==> src/design/tmsr_pkg.sv <==
// Functional notes
// - Mask bits 4..7 suppress pin 12..15 interrupts
// - Offset register holds signed eight-bit value
// - Offset added before storing and limit compare
// - Read-only register shows offset internal temperature
// - Bit 0 flags first remote out of window
// - Bit 0 pulses once on thermal engage
// - Bit 0 pulses once on thermal disengage
// - Bit 1 flags second remote or input nine
// - Bit 1 pulses on second channel thermal transitions
// - Bits 2..7 flag the six supply rails
package tmsr_pkg;

	// ------------------------------------------------------------
	// Register map
	// ------------------------------------------------------------
	localparam logic [7:0] TMSR_ADDR_TEMP_READING = 8'h1F;
	localparam logic [7:0] TMSR_ADDR_STATUS_ONE   = 8'h20;
	localparam logic [7:0] TMSR_ADDR_PIN_MASK     = 8'h40;
	localparam logic [7:0] TMSR_ADDR_TEMP_OFFSET  = 8'h41;

	localparam logic [7:0] TMSR_RST_ZERO      = 8'h00;
	localparam logic [7:0] TMSR_RST_PIN_MASK  = 8'h00;
	localparam int         TMSR_MASK_LO       = 4;
	localparam int         TMSR_MASK_HI       = 7;
	localparam int         TMSR_PINS          = 4;
	localparam int         TMSR_RAILS         = 6;
	localparam int         TMSR_BIT_RAIL0     = 2;
	localparam int         TMSR_BIT_SECOND    = 1;
	localparam int         TMSR_BIT_FIRST     = 0;

	// ------------------------------------------------------------
	// Carriers
	// ------------------------------------------------------------
	typedef struct packed {
		logic [7:0] addr;
		logic [7:0] wdata;
		logic       wr;
		logic       rd;
	} tmsr_bus_t;

	// One conversion cycle worth of limit outcomes.
	typedef struct packed {
		logic                  done;
		logic                  firstOut;
		logic                  secondOut;
		logic                  analogNineOut;
		logic                  secondVoltMode;
		logic [TMSR_RAILS-1:0] railOut;
	} tmsr_limits_t;

endpackage

==> src/design/tmsr_regs.sv <==
// The address-and-strobe port was left to the implementer.
`timescale 1ns/1ps
module tmsr_regs
	import tmsr_pkg::*;
(
	input  wire logic                sys_clk,
	input  wire logic                rst,
	input  wire tmsr_bus_t           bus,
	output logic               [7:0] rdData_r,
	input  wire logic                rawValid,
	input  wire logic          [7:0] rawTemp,
	output logic                     adjValid_r,
	output logic               [7:0] adjTemp_r,
	input  wire tmsr_limits_t        limits,
	input  wire logic                firstThermalMode,
	input  wire logic                secondThermalMode,
	input  wire logic [TMSR_PINS-1:0] pinIrqRaw,
	output logic      [TMSR_PINS-1:0] pinIrq_r,
	output logic               [7:0] tempOffset_r
);

	logic [7:0] pinMask_r;
	logic [7:0] tempReading_r;
	logic [7:0] status_r;
	logic [7:0] status_nxt;
	logic [7:0] rd_nxt;
	logic       firstChange;
	logic       secondChange;
	logic       adjValidInt;
	logic [7:0] adjTempInt;

	// ------------------------------------------------------------
	// Address decode
	// ------------------------------------------------------------
	wire logic wrMask   = bus.wr && bus.addr == TMSR_ADDR_PIN_MASK;
	wire logic wrOffset = bus.wr && bus.addr == TMSR_ADDR_TEMP_OFFSET;

	// Addresses that return register contents; all others read zero.
	wire logic rdMapped = bus.addr == TMSR_ADDR_TEMP_READING ||
		bus.addr == TMSR_ADDR_STATUS_ONE ||
		bus.addr == TMSR_ADDR_PIN_MASK ||
		bus.addr == TMSR_ADDR_TEMP_OFFSET;

	// Read mux; unmapped addresses read zero.
	always_comb begin
		unique case (bus.addr)
			TMSR_ADDR_TEMP_READING: rd_nxt = tempReading_r;
			TMSR_ADDR_STATUS_ONE:   rd_nxt = status_r;
			TMSR_ADDR_PIN_MASK:     rd_nxt = pinMask_r;
			TMSR_ADDR_TEMP_OFFSET:  rd_nxt = tempOffset_r;
			default:                rd_nxt = TMSR_RST_ZERO;
		endcase
	end

	// Read data only in the cycle after the strobe, zero otherwise.
	always_ff @(posedge sys_clk or posedge rst) begin
		if (rst) rdData_r <= TMSR_RST_ZERO;
		else     rdData_r <= bus.rd ? rd_nxt : TMSR_RST_ZERO;
	end

	// ------------------------------------------------------------
	// Writable registers
	// ------------------------------------------------------------
	always_ff @(posedge sys_clk or posedge rst) begin
		if (rst) begin
			pinMask_r    <= TMSR_RST_PIN_MASK;
			tempOffset_r <= TMSR_RST_ZERO;
		end else begin
			if (wrMask)   pinMask_r    <= bus.wdata;
			if (wrOffset) tempOffset_r <= bus.wdata;
		end
	end

	// ------------------------------------------------------------
	// Pin interrupt masking
	// ------------------------------------------------------------
	// Upper nibble of the mask gates pins twelve to fifteen.
	genvar g;
	generate
		for (g = 0; g < TMSR_PINS; g++) begin : gMask
			always_ff @(posedge sys_clk or posedge rst) begin
				if (rst) pinIrq_r[g] <= 1'b0;
				else     pinIrq_r[g] <= pinIrqRaw[g] & ~pinMask_r[TMSR_MASK_LO+g];
			end

		end
	endgenerate

	// ------------------------------------------------------------
	// Internal temperature path
	// ------------------------------------------------------------
	tmsr_temp_adjust uAdj (
		.sys_clk    (sys_clk),
		.rst        (rst),
		.rawValid   (rawValid),
		.rawTemp    (rawTemp),
		.offset     (tempOffset_r),
		.adjValid_r (adjValidInt),
		.adjTemp_r  (adjTempInt)
	);

	// The adjusted value is exported so the limit comparators see the trimmed result.
	always_ff @(posedge sys_clk or posedge rst) begin
		if (rst) begin
			tempReading_r <= TMSR_RST_ZERO;
			adjValid_r    <= 1'b0;
			adjTemp_r     <= TMSR_RST_ZERO;
		end else begin
			adjValid_r <= adjValidInt;
			adjTemp_r  <= adjTempInt;
			if (adjValidInt) tempReading_r <= adjTempInt;
		end
	end

	// ------------------------------------------------------------
	// Thermal mode events
	// ------------------------------------------------------------
	tmsr_edge_event uFirst (
		.sys_clk (sys_clk),
		.rst     (rst),
		.modeIn  (firstThermalMode),
		.change  (firstChange)
	);

	tmsr_edge_event uSecond (
		.sys_clk (sys_clk),
		.rst     (rst),
		.modeIn  (secondThermalMode),
		.change  (secondChange)
	);

	// ------------------------------------------------------------
	// Status one
	// ------------------------------------------------------------
	// Window flags follow each completed conversion cycle; a thermal
	// transition sets its bit once, and the next cycle's result replaces it.
	// Events win over a result arriving in the same clock.
	always_comb begin
		status_nxt = status_r;
		if (limits.done) begin
			status_nxt[TMSR_BIT_FIRST] = limits.firstOut;
			status_nxt[TMSR_BIT_SECOND] = limits.secondVoltMode ?
				limits.analogNineOut : limits.secondOut;
			status_nxt[TMSR_MASK_HI:TMSR_BIT_RAIL0] = limits.railOut;
		end
		if (firstChange)  status_nxt[TMSR_BIT_FIRST]  = 1'b1;
		if (secondChange) status_nxt[TMSR_BIT_SECOND] = 1'b1;
	end

	// Host writes never reach this register.
	always_ff @(posedge sys_clk or posedge rst) begin
		if (rst) status_r <= TMSR_RST_ZERO;
		else     status_r <= status_nxt;
	end
endmodule

==> src/design/tmsr_temp_adjust.sv <==
`timescale 1ns/1ps
module tmsr_temp_adjust
	import tmsr_pkg::*;
(
	input  wire logic       sys_clk,
	input  wire logic       rst,
	input  wire logic       rawValid,
	input  wire logic [7:0] rawTemp,
	input  wire logic [7:0] offset,
	output logic            adjValid_r,
	output logic      [7:0] adjTemp_r
);

	// ------------------------------------------------------------
	// Offset sum
	// ------------------------------------------------------------
	// Two's complement add wraps; the offset is a calibration trim, so no saturation.
	wire logic [7:0] sum = 8'(rawTemp + offset);

	always_ff @(posedge sys_clk or posedge rst) begin
		if (rst) begin
			adjValid_r <= 1'b0;
			adjTemp_r  <= TMSR_RST_ZERO;
		end else begin
			adjValid_r <= rawValid;
			adjTemp_r  <= rawValid ? sum : adjTemp_r;
		end
	end
endmodule

==> src/design/tmsr_edge_event.sv <==
`timescale 1ns/1ps
module tmsr_edge_event
	import tmsr_pkg::*;
(
	input  wire logic sys_clk,
	input  wire logic rst,
	input  wire logic modeIn,
	output logic      change
);

	logic mode_r;

	// ------------------------------------------------------------
	// Transition detect
	// ------------------------------------------------------------
	// Both engage and disengage produce exactly one pulse.
	always_ff @(posedge sys_clk or posedge rst) begin
		if (rst) mode_r <= 1'b0;
		else     mode_r <= modeIn;
	end

	assign change = mode_r ^ modeIn;

endmodule

==> config.mk <==
export PLATFORM = sky130hd
export DESIGN_NAME = tmsr_regs
export DESIGN_NICKNAME = d
export VERILOG_FILES = /design/src/design/tmsr_pkg.sv /design/src/design/tmsr_regs.sv /design/src/design/tmsr_temp_adjust.sv /design/src/design/tmsr_edge_event.sv
export SDC_FILE = /design/constraint.sdc
export NUM_CORES = 1
export LEC_CHECK = 0
export ABC_AREA = 1
export BUFFER_PORTS_ARGS = -buffer_cell sky130_fd_sc_hd__buf_2
export CORE_MARGIN = 2
export CORE_UTILIZATION = 48
export DETAILED_ROUTE_END_ITERATION = 7
export GPL_TIMING_DRIVEN = 0
export PLACE_DENSITY = 0.76
export SYNTH_ARGS = -nofsm -noshare
export SYNTH_HDL_FRONTEND = slang
export SYNTH_SLANG_ARGS = --single-unit
==> constraint.sdc <==
create_clock -name sys_clk -period 1.8 [get_ports sys_clk]
set_clock_uncertainty 0.15 [all_clocks]
set_input_delay 0 -clock sys_clk [delete_from_list [all_inputs] [get_ports sys_clk]]
set_output_delay 0 -clock sys_clk [all_outputs]
set_load 0.05 [all_outputs]
### Yosys cells after proc, flatten, opt, wreduce, memory -nomap -nowiden

Cells that the tools add are included.

* register bits after elaboration: 64
* bits of input ports: 46

* add/subtract/negate cells: 1
* equal/unequal tests: 4
* mux-type cells: 6
* bitwise logic cells: 10
* reductions and logical operators: 4

Operators by type and width (number)
* 8-bit one-hot mux with 4 select lines: 1
* 8-bit by 7-bit equality test with 1-bit output (second input constant): 2
* 8-bit adder: 1
* 8-bit by 5-bit equality test with 1-bit output (second input constant): 1
* 8-bit by 6-bit equality test with 1-bit output (second input constant): 1
* 8-bit 2-to-1 mux: 1
* 1-bit AND: 4
* 1-bit NOT: 4
* 2-bit nonzero test: 2
* 1-bit 2-to-1 mux: 3
* 1-bit logical AND: 2
* 2-bit 2-to-1 mux: 1
* 1-bit bitwise XOR: 2

### Longest topological paths before layout

Gate-level depths: netlist (run 1).

* word-level depth: 3
* depth in mapped cells: 11
* gate-level depth less buffers: 11

### By module

A second synthesis (run 1) with hierarchy kept.

* cells, all modules: 352
* area, all modules: 3062.9 um2

Modules (own cells, without submodules)
* tmsr_regs: instances 1, cells an instance 249, area each 2314.7 um2
* tmsr_temp_adjust: instances 1, cells an instance 89, area each 653.1 um2
* tmsr_edge_event: instances 2, cells an instance 7, area each 47.5 um2

### Least setup slack after synthesis (run 1)

Ideal clock, no wire load.

* kind: register to register
* start point: register tempOffset_r[0]
* end point: register uAdj.adjTemp_r[4]
* setup time: 0.126 ns
* data arrival time: 1.730 ns
* required time: 1.524 ns
* slack: -0.206 ns
* stages on the path, launching flop included: 11
* buffers on the path: 0
* period minus slack after synthesis: 2.006 ns
* cell sequence: dfrtp_1 ha_1 inv_1 fa_1 inv_1 nand2_1 nand2_1 and2_1 nand2_1 nand2_1 o21ai_0

* word-level cells in the longest chain between the ends: 1

Ends and longest elaborated chain
* start, declared: line tmsr_regs.sv:19 `output logic [7:0] tempOffset_r`
* start signal, assigned: line tmsr_regs.sv:70 `if (wrOffset) tempOffset_r <= bus.wdata;`
* 8-bit adder: line tmsr_temp_adjust.sv:18 `wire logic [7:0] sum = 8'(rawTemp + offset);`
* end signal, assigned: line tmsr_temp_adjust.sv:26 `adjTemp_r <= rawValid ? sum : adjTemp_r;`
* end, declared: line tmsr_temp_adjust.sv:11 `output logic [7:0] adjTemp_r`

No other way between the ends.
A chain may end at the register's enable or synchronous reset.

### Final worst setup path (run 1)

* start point: register tempOffset_r[3]
* end point: register uAdj.adjTemp_r[4]

Same word-level chain as after synthesis.

==> metrics.cfg, run 1 <==
[floorplan]
core_area_mm2 = 0.00599
start_util_pct = 50.3
ios = 75
die_area_mm2 = 0.00693
die_x_um = 83.2
placement_rows = 28
die_h_um = 83.2

[sta]
hold_ws_ns = -0.00223
finalCritPeriodShare_pct = 98.3
final-max-slew-violation-count = 0
tns_ns = 0
setup_viol = 0
hold_violations = 1
slew_headroom_pct = 58.9
fmaxAchievable_mhz = 565
worst_slew_pin_slew_ns = 0.615
grt_setup_unrepaired = true
period_needed_ns = 1.77

[detailed_routing]
vias = 2679
drc = 0
firstDrtPassIters = 4
drt-total-wl_um = 7360
drtIter0Drc = 124
wl_per_cell_um = 13.4
vias_per_cell = 4.89
postRouteAntennaNets = 0

[clocking]
clk_latency_ns = 0.33
cts_tree = done
cts_buffers = 9
path_clk_slew_ns = 0.07
cts_buffer_depth = 2
cts_sinks = 64
cts_root_buffer = clkbuf_8
htreeDepth = 3

[worst_setup_path]
cp_max_fo = 4
end_kind = flop
worst_setup_path_start_kind = flop
critPathRequiredTime_ns = 1.89
r2r_start = tempOffset_r[3]
r2r_slack_ns = 0.03
r2r_cells = 6
path_class = flop to flop
cp_data_arrival_time_ns = 1.86
reg2reg_to = uAdj.adjTemp_r[4]

[global_routing]
grt_start_max_net_pins = 65
antenna_found_initial = 0
grt_pass1_vias = 2715
grt_busiest_layer = met2
grt_pass1_wl_um = 12400
grt_util_met1_pct = 28.2
overflow = 0
use_met3_pct = 5.67
use_met2_pct = 36.1
track_usage_pct = 22.4

[finish]
layout_commonest_cell = nand2_1
syn_to_final_growth_pct = 35.7
final.fill_count = 472
diodes = 0
most-common-layout-cells = 126 x nand2_1, 74 x buf_2, 60 x dfrtp_1
finalNetCount = 523
layout-drive-gt1-share_pct = 29.8

[power]
cellPowerDensity_mw_per_mm2 = 806
ir_drop_mv = 0.550
leakage_nw = 2.18

[synth]
ys_ff_latch = 64
syn-num-nets = 401
ys.flop_type = dfrtp_1
syn-instance-count = 347
synth-warning-count = 0
synth_edf_count = 0
async_reset_ff_share_pct = 100
seq_area_frac_synth_pct = 53.1
avgSynthCellArea_um2 = 8.69
synth.cell_area_mm2 = 0.00301
yosysUniqueCellTypes = 26

[min_path]
worstHoldStart = limits[10]
hold_path_depth = 4
hp-class = input pin to flop
min_to = status_r[4]

[outcome]
status = finished, violations left
violations = negative hold slack

[placed_design]
place.gp.congestion = 0.876
io_buffers = 72
hpwl_um = 4840

[job]
cap_violations = 0

power breakdown:
| part | internal [W] | switching, W | leakage, nW |
|---|---|---|---|
| clock network | 0.000569 | 0.000547 | 0.0878 |
| registers | 0.00155 | 0.0000706 | 0.800 |
| logic | 0.000222 | 0.000342 | 1.29 |
kinds of logic (layout without fill, tap and decap cells):
family,count (synthesis),in the layout,share of synthesized area [%]
flip-flops,64,64,53.1
adder cells (fa/ha/maj),8,8,3.57
XOR/XNOR,2,2,0.581
AND/OR/NAND/NOR,214,214,31.8
AO/OA/AOI/OAI,18,18,3.49
multiplexers,8,8,2.99
buffers and inverters,33,159,4.44
layout make-up:
class | count | area, um^2 | area share, %
Sequential cell | 64 | 1610 | 39.3
Tap cell | 75 | 93.8 | 2.29
Buffer | 4 | 25.0 | 0.612
Clock buffer | 11 | 151 | 3.70
Multi-Input combinational cell | 250 | 1320 | 32.2
Timing Repair Buffer | 111 | 756 | 18.5
Inverter | 29 | 113 | 2.75
Clock inverter | 4 | 28.8 | 0.704
worst max path at each step:
stage / startpoint / to / slack (ns) / cells past startpoint
final: tempOffset_r[3] / uAdj.adjTemp_r[4] / 0.03 / 6
after detailed placement: tempOffset_r[0] / uAdj.adjTemp_r[6] / 0.04 / 11
after global placement: tempOffset_r[0] / uAdj.adjTemp_r[6] / 0.04 / 11
after CTS: tempOffset_r[0] / uAdj.adjTemp_r[6] / 0.009 / 11
after floorplan: tempOffset_r[0] / uAdj.adjTemp_r[6] / 0.009 / 11
after global routing: tempOffset_r[0] / uAdj.adjTemp_r[6] / -0.06 / 11
cells in the mapped netlist (2+ instances only):
library cell	count	area share, %
nand2_1	128	16
dfrtp_1	64	53
nand3_1	34	5.6
inv_1	24	3.0
nor2_1	24	3.0
o21ai_0	12	2.0
mux2_2	8	3.0
ha_1	7	2.9
nor2_2	7	1.5
nor2_4	7	2.6
nand2_2	6	1.2
a21oi_1	4	0.66
inv_2	3	0.37
or2_2	3	0.62
buf_2	2	0.33
clkinv_1	2	0.25
nand3b_1	2	0.50
xnor2_1	2	0.58
flip-flops by register name (all words and copies together) (netlist names):
register / count
adjTemp_r: 8
adjValid_r: 1
pinIrq_r: 4
pinMask_r: 8
rdData_r: 8
status_r: 8
tempOffset_r: 8
tempReading_r: 8
uAdj.adjTemp_r: 8
uAdj.adjValid_r: 1
uFirst.mode_r: 1
uSecond.mode_r: 1
critical path, stage by stage, from the launching register on:
cell and delay, ns:
dfrtp_2 0.44, ha_1 0.32, or2_2 0.31, and2_1 0.17
nand2_1 0.05, nand2_1 0.05, o21ai_0 0.18
timing repair:
action,CTS,global route
endpoints found under the setup margin,0,8
hold buffers,41,0
gates resized for setup,0,5
hold endpoints to repair,110,0
buffers inserted,0,2
metrics by stage:
| step | setup slack [ns] | power [W] | utilization, % | area, um^2 | std cells |
|---|---|---|---|---|---|
| 2_1_floorplan | 0.00887 | 0.00195 | - | 3040 | 347 |
| 3_3_place_gp | 0.0391 | 0.00211 | 58.3 | 3490 | 494 |
| 3_5_place_dp | 0.0355 | 0.00212 | 58.3 | 3490 | 494 |
| 4_1_cts | 0.00876 | 0.00330 | 68.1 | 4080 | 550 |
| 5_1_grt | -0.0637 | 0.00345 | 68.3 | 4090 | 548 |
| 6_report | 0.0314 | 0.00330 | 68.3 | 4090 | 548 |
layer usage:
metal | vias to the layer above | share of wire, %
li1 | 1339 | -
met1 | 1217 | 43
met2 | 100 | 48
met3 | 23 | 6.5
met4 | 0 | 2.8
met5 | - | 0
(Power assumes the default switching activity.)
==> run 2: changes to the inputs <==
--- a/config.mk
+++ b/config.mk
@@ -11,7 +11,8 @@
 export CORE_UTILIZATION = 48
 export DETAILED_ROUTE_END_ITERATION = 7
 export GPL_TIMING_DRIVEN = 0
-export PLACE_DENSITY = 0.76
+export PLACE_DENSITY = 0.82
+export SETUP_SLACK_MARGIN = 0.2
 export SYNTH_ARGS = -nofsm -noshare
 export SYNTH_HDL_FRONTEND = slang
 export SYNTH_SLANG_ARGS = --single-unit
==> metrics.cfg, run 2 (same netlist as run 1, synthesis figures left out) <==
[outcome]
status = finished, violations left
violations = negative hold slack

[floorplan]
die_area_mm2 = 0.00693  ; unchanged
start_util_pct = 50.3  ; unchanged
core_area_mm2 = 0.00599  ; unchanged
ios = 75  ; unchanged
die_x_um = 83.2  ; unchanged
placement_rows = 28  ; unchanged
die_h_um = 83.2  ; unchanged

[placed_design]
preCtsSetupSlack_ns = 0.0468  ; +0.0114 ns
hpwl_um = 5110  ; +5.6%
io_buffers = 72  ; unchanged
place.gp.congestion = 0.867  ; -1.1%

[clocking]
path_clk_slew_ns = 0.07  ; about the same
cts_root_buffer = clkbuf_8
cts_sinks = 64  ; unchanged
clk_latency_ns = 0.35  ; +0.02 ns
htreeDepth = 3  ; unchanged
cts_tree = done
cts_buffer_depth = 2  ; unchanged
cts_buffers = 9  ; unchanged

[worst_setup_path]
cp_data_arrival_time_ns = 1.81  ; -0.05 ns
r2r_cells = 10  ; +4
end_kind = flop
path_class = flop to flop
reg2reg_to = uAdj.adjTemp_r[4]
slowest_delay_ns = 0.39  ; -0.05 ns
worst_setup_path_start_kind = flop
r2r_start = tempOffset_r[0]
worst_path_max_delay_cell = dfrtp_2
r2r_slack_ns = 0.06  ; +0.03 ns
crit_chain = ha_4 > inv_2 > fa_2 > inv_2 > nand2_2 > nand2_2 > and2_1 > nand2_1 > nand2_1 > o21ai_0
cp_max_fo = 2  ; -2
critPathRequiredTime_ns = 1.87  ; -0.02 ns

[sta]
period_needed_ns = 1.74  ; -0.0277 ns
worst_slew_pin_slew_ns = 0.556  ; -0.0589 ns
hold_ws_ns = -0.0224  ; -0.0202 ns
final-max-slew-violation-count = 0  ; unchanged
tns_ns = 0  ; unchanged
slew_headroom_pct = 62.8  ; +3.9 points
hold_violations = 1  ; unchanged
fmaxAchievable_mhz = 574  ; +1.6%
finalCritPeriodShare_pct = 96.7  ; -1.5 points
setup_viol = 0  ; unchanged
grt_setup_unrepaired = true
setup_slack_ns = 0.0590  ; +0.0277 ns

[power]
leakage_nw = 2.22  ; +2.1%
cellPowerDensity_mw_per_mm2 = 846  ; +4.9%
ir_drop_mv = 0.626  ; +14%

[detailed_routing]
vias = 2855  ; +6.6%
drt-total-wl_um = 8280  ; +13%
drtIter0Drc = 257  ; +110%
drc = 0  ; unchanged
vias_per_cell = 5.13  ; +4.8%
wl_per_cell_um = 14.9  ; +11%
postRouteAntennaNets = 0  ; unchanged
firstDrtPassIters = 4  ; unchanged

[global_routing]
antenna_found_initial = 0  ; unchanged
grt_start_max_net_pins = 65  ; unchanged
grt_pass1_vias = 2888  ; +6.4%
overflow = 0  ; unchanged
track_usage_pct = 24.4  ; +2.0 points
grt_pass1_wl_um = 13300  ; +7.6%

[min_path]
hp-class = input pin to flop
hold_path_depth = 5  ; +1
min_to = uAdj.adjTemp_r[5]
worstHoldStart = rawTemp[5]

[finish]
syn_to_final_growth_pct = 41.5
diodes = 0  ; unchanged
layout-drive-gt1-share_pct = 32.4  ; +2.6 points
layout_commonest_cell = nand2_1
most-common-layout-cells = 125 x nand2_1, 74 x buf_2, 57 x dfrtp_1
finalNetCount = 531  ; +1.5%

[job]
cap_violations = 0  ; unchanged

## run 2: cell count changes in the layout (fill, tap and decap cells not counted), sizes merged
| cell | previous run | this run |
|---|---|---|
| buf | 78 | 82 |
| dlygate4sd3 | 36 | 40 |
| clkbuf | 12 | 13 |
| bufinv | 0 | 2 |
| clkinv | 3 | 2 |
| clkinvlp | 3 | 2 |
## run 2: power breakdown
part	switching [W]	internal [W]
sequential	0.0000724	0.00155
combinational	0.000368	0.000244
clock	0.000551	0.000823
## run 2: how the worst max path moves through the flow
stage / to / startpoint / slack [ns] / cells after the start
floorplan: uAdj.adjTemp_r[6] / tempOffset_r[0] / 0.02 / 11
global placement: uAdj.adjTemp_r[6] / tempOffset_r[0] / 0.08 / 11
detailed placement: uAdj.adjTemp_r[6] / tempOffset_r[0] / 0.05 / 11
CTS: uAdj.adjTemp_r[6] / tempOffset_r[0] / 0.08 / 11
global route: uAdj.adjTemp_r[4] / tempOffset_r[0] / 0.008 / 10
finish: uAdj.adjTemp_r[4] / tempOffset_r[0] / 0.06 / 10
## run 2: final cells by class
| class | count | area, um^2 |
|---|---|---|
| repair buffers | 119 | 826 |
| clock buffers | 12 | 145 |
| flip-flops and latches | 64 | 1610 |
| fillers | 413 | 1730 |
| multi-input cells | 250 | 1380 |
| clock inverters | 4 | 76.3 |
| well taps | 75 | 93.8 |
| inverters | 29 | 113 |
| plain buffers | 4 | 25.0 |
## run 2: per-stage QoR
stage | utilization (%) | total power [W] | instances | instance area [um^2] | hold WS, ns
floorplan | - | 0.00196 | 347 | 3080 | -0.119
global placement | 58.9 | 0.00212 | 494 | 3530 | -0.0198
detailed placement | 58.9 | 0.00214 | 494 | 3530 | -0.0147
CTS | 69.8 | 0.00358 | 550 | 4180 | -0.265
global route | 71.2 | 0.00375 | 557 | 4260 | 0.0142
finish | 71.2 | 0.00361 | 557 | 4260 | -0.0224
## run 2: critical path: cells and delay by family (launching register included)
family / cells / cell delay (ns)
adders and majority gates: 2 / 0.49
DFF: 1 / 0.39
and+or+nand+nor: 5 / 0.39
buffers and inverters: 2 / 0.11
AOI/OAI and AO/OA: 1 / 0.07
## run 2: metal layers
metal / global-route usage [%] / wire [um] / part of all wire [%]
met4: 14.6 / 343 / 4.1
met3: 4.17 / 516 / 6.2
met1: 28.9 / 3230 / 39
met2: 41.5 / 4180 / 51
met5: 0 / 0 / 0
## run 2: what timing repair did
action	in CTS	in global routing
endpoints found under the setup margin	3	5
pin swaps	4	2
setup buffers	4	2
hold buffers	36	4
resized for setup	5	3
endpoints found under the hold margin	109	6
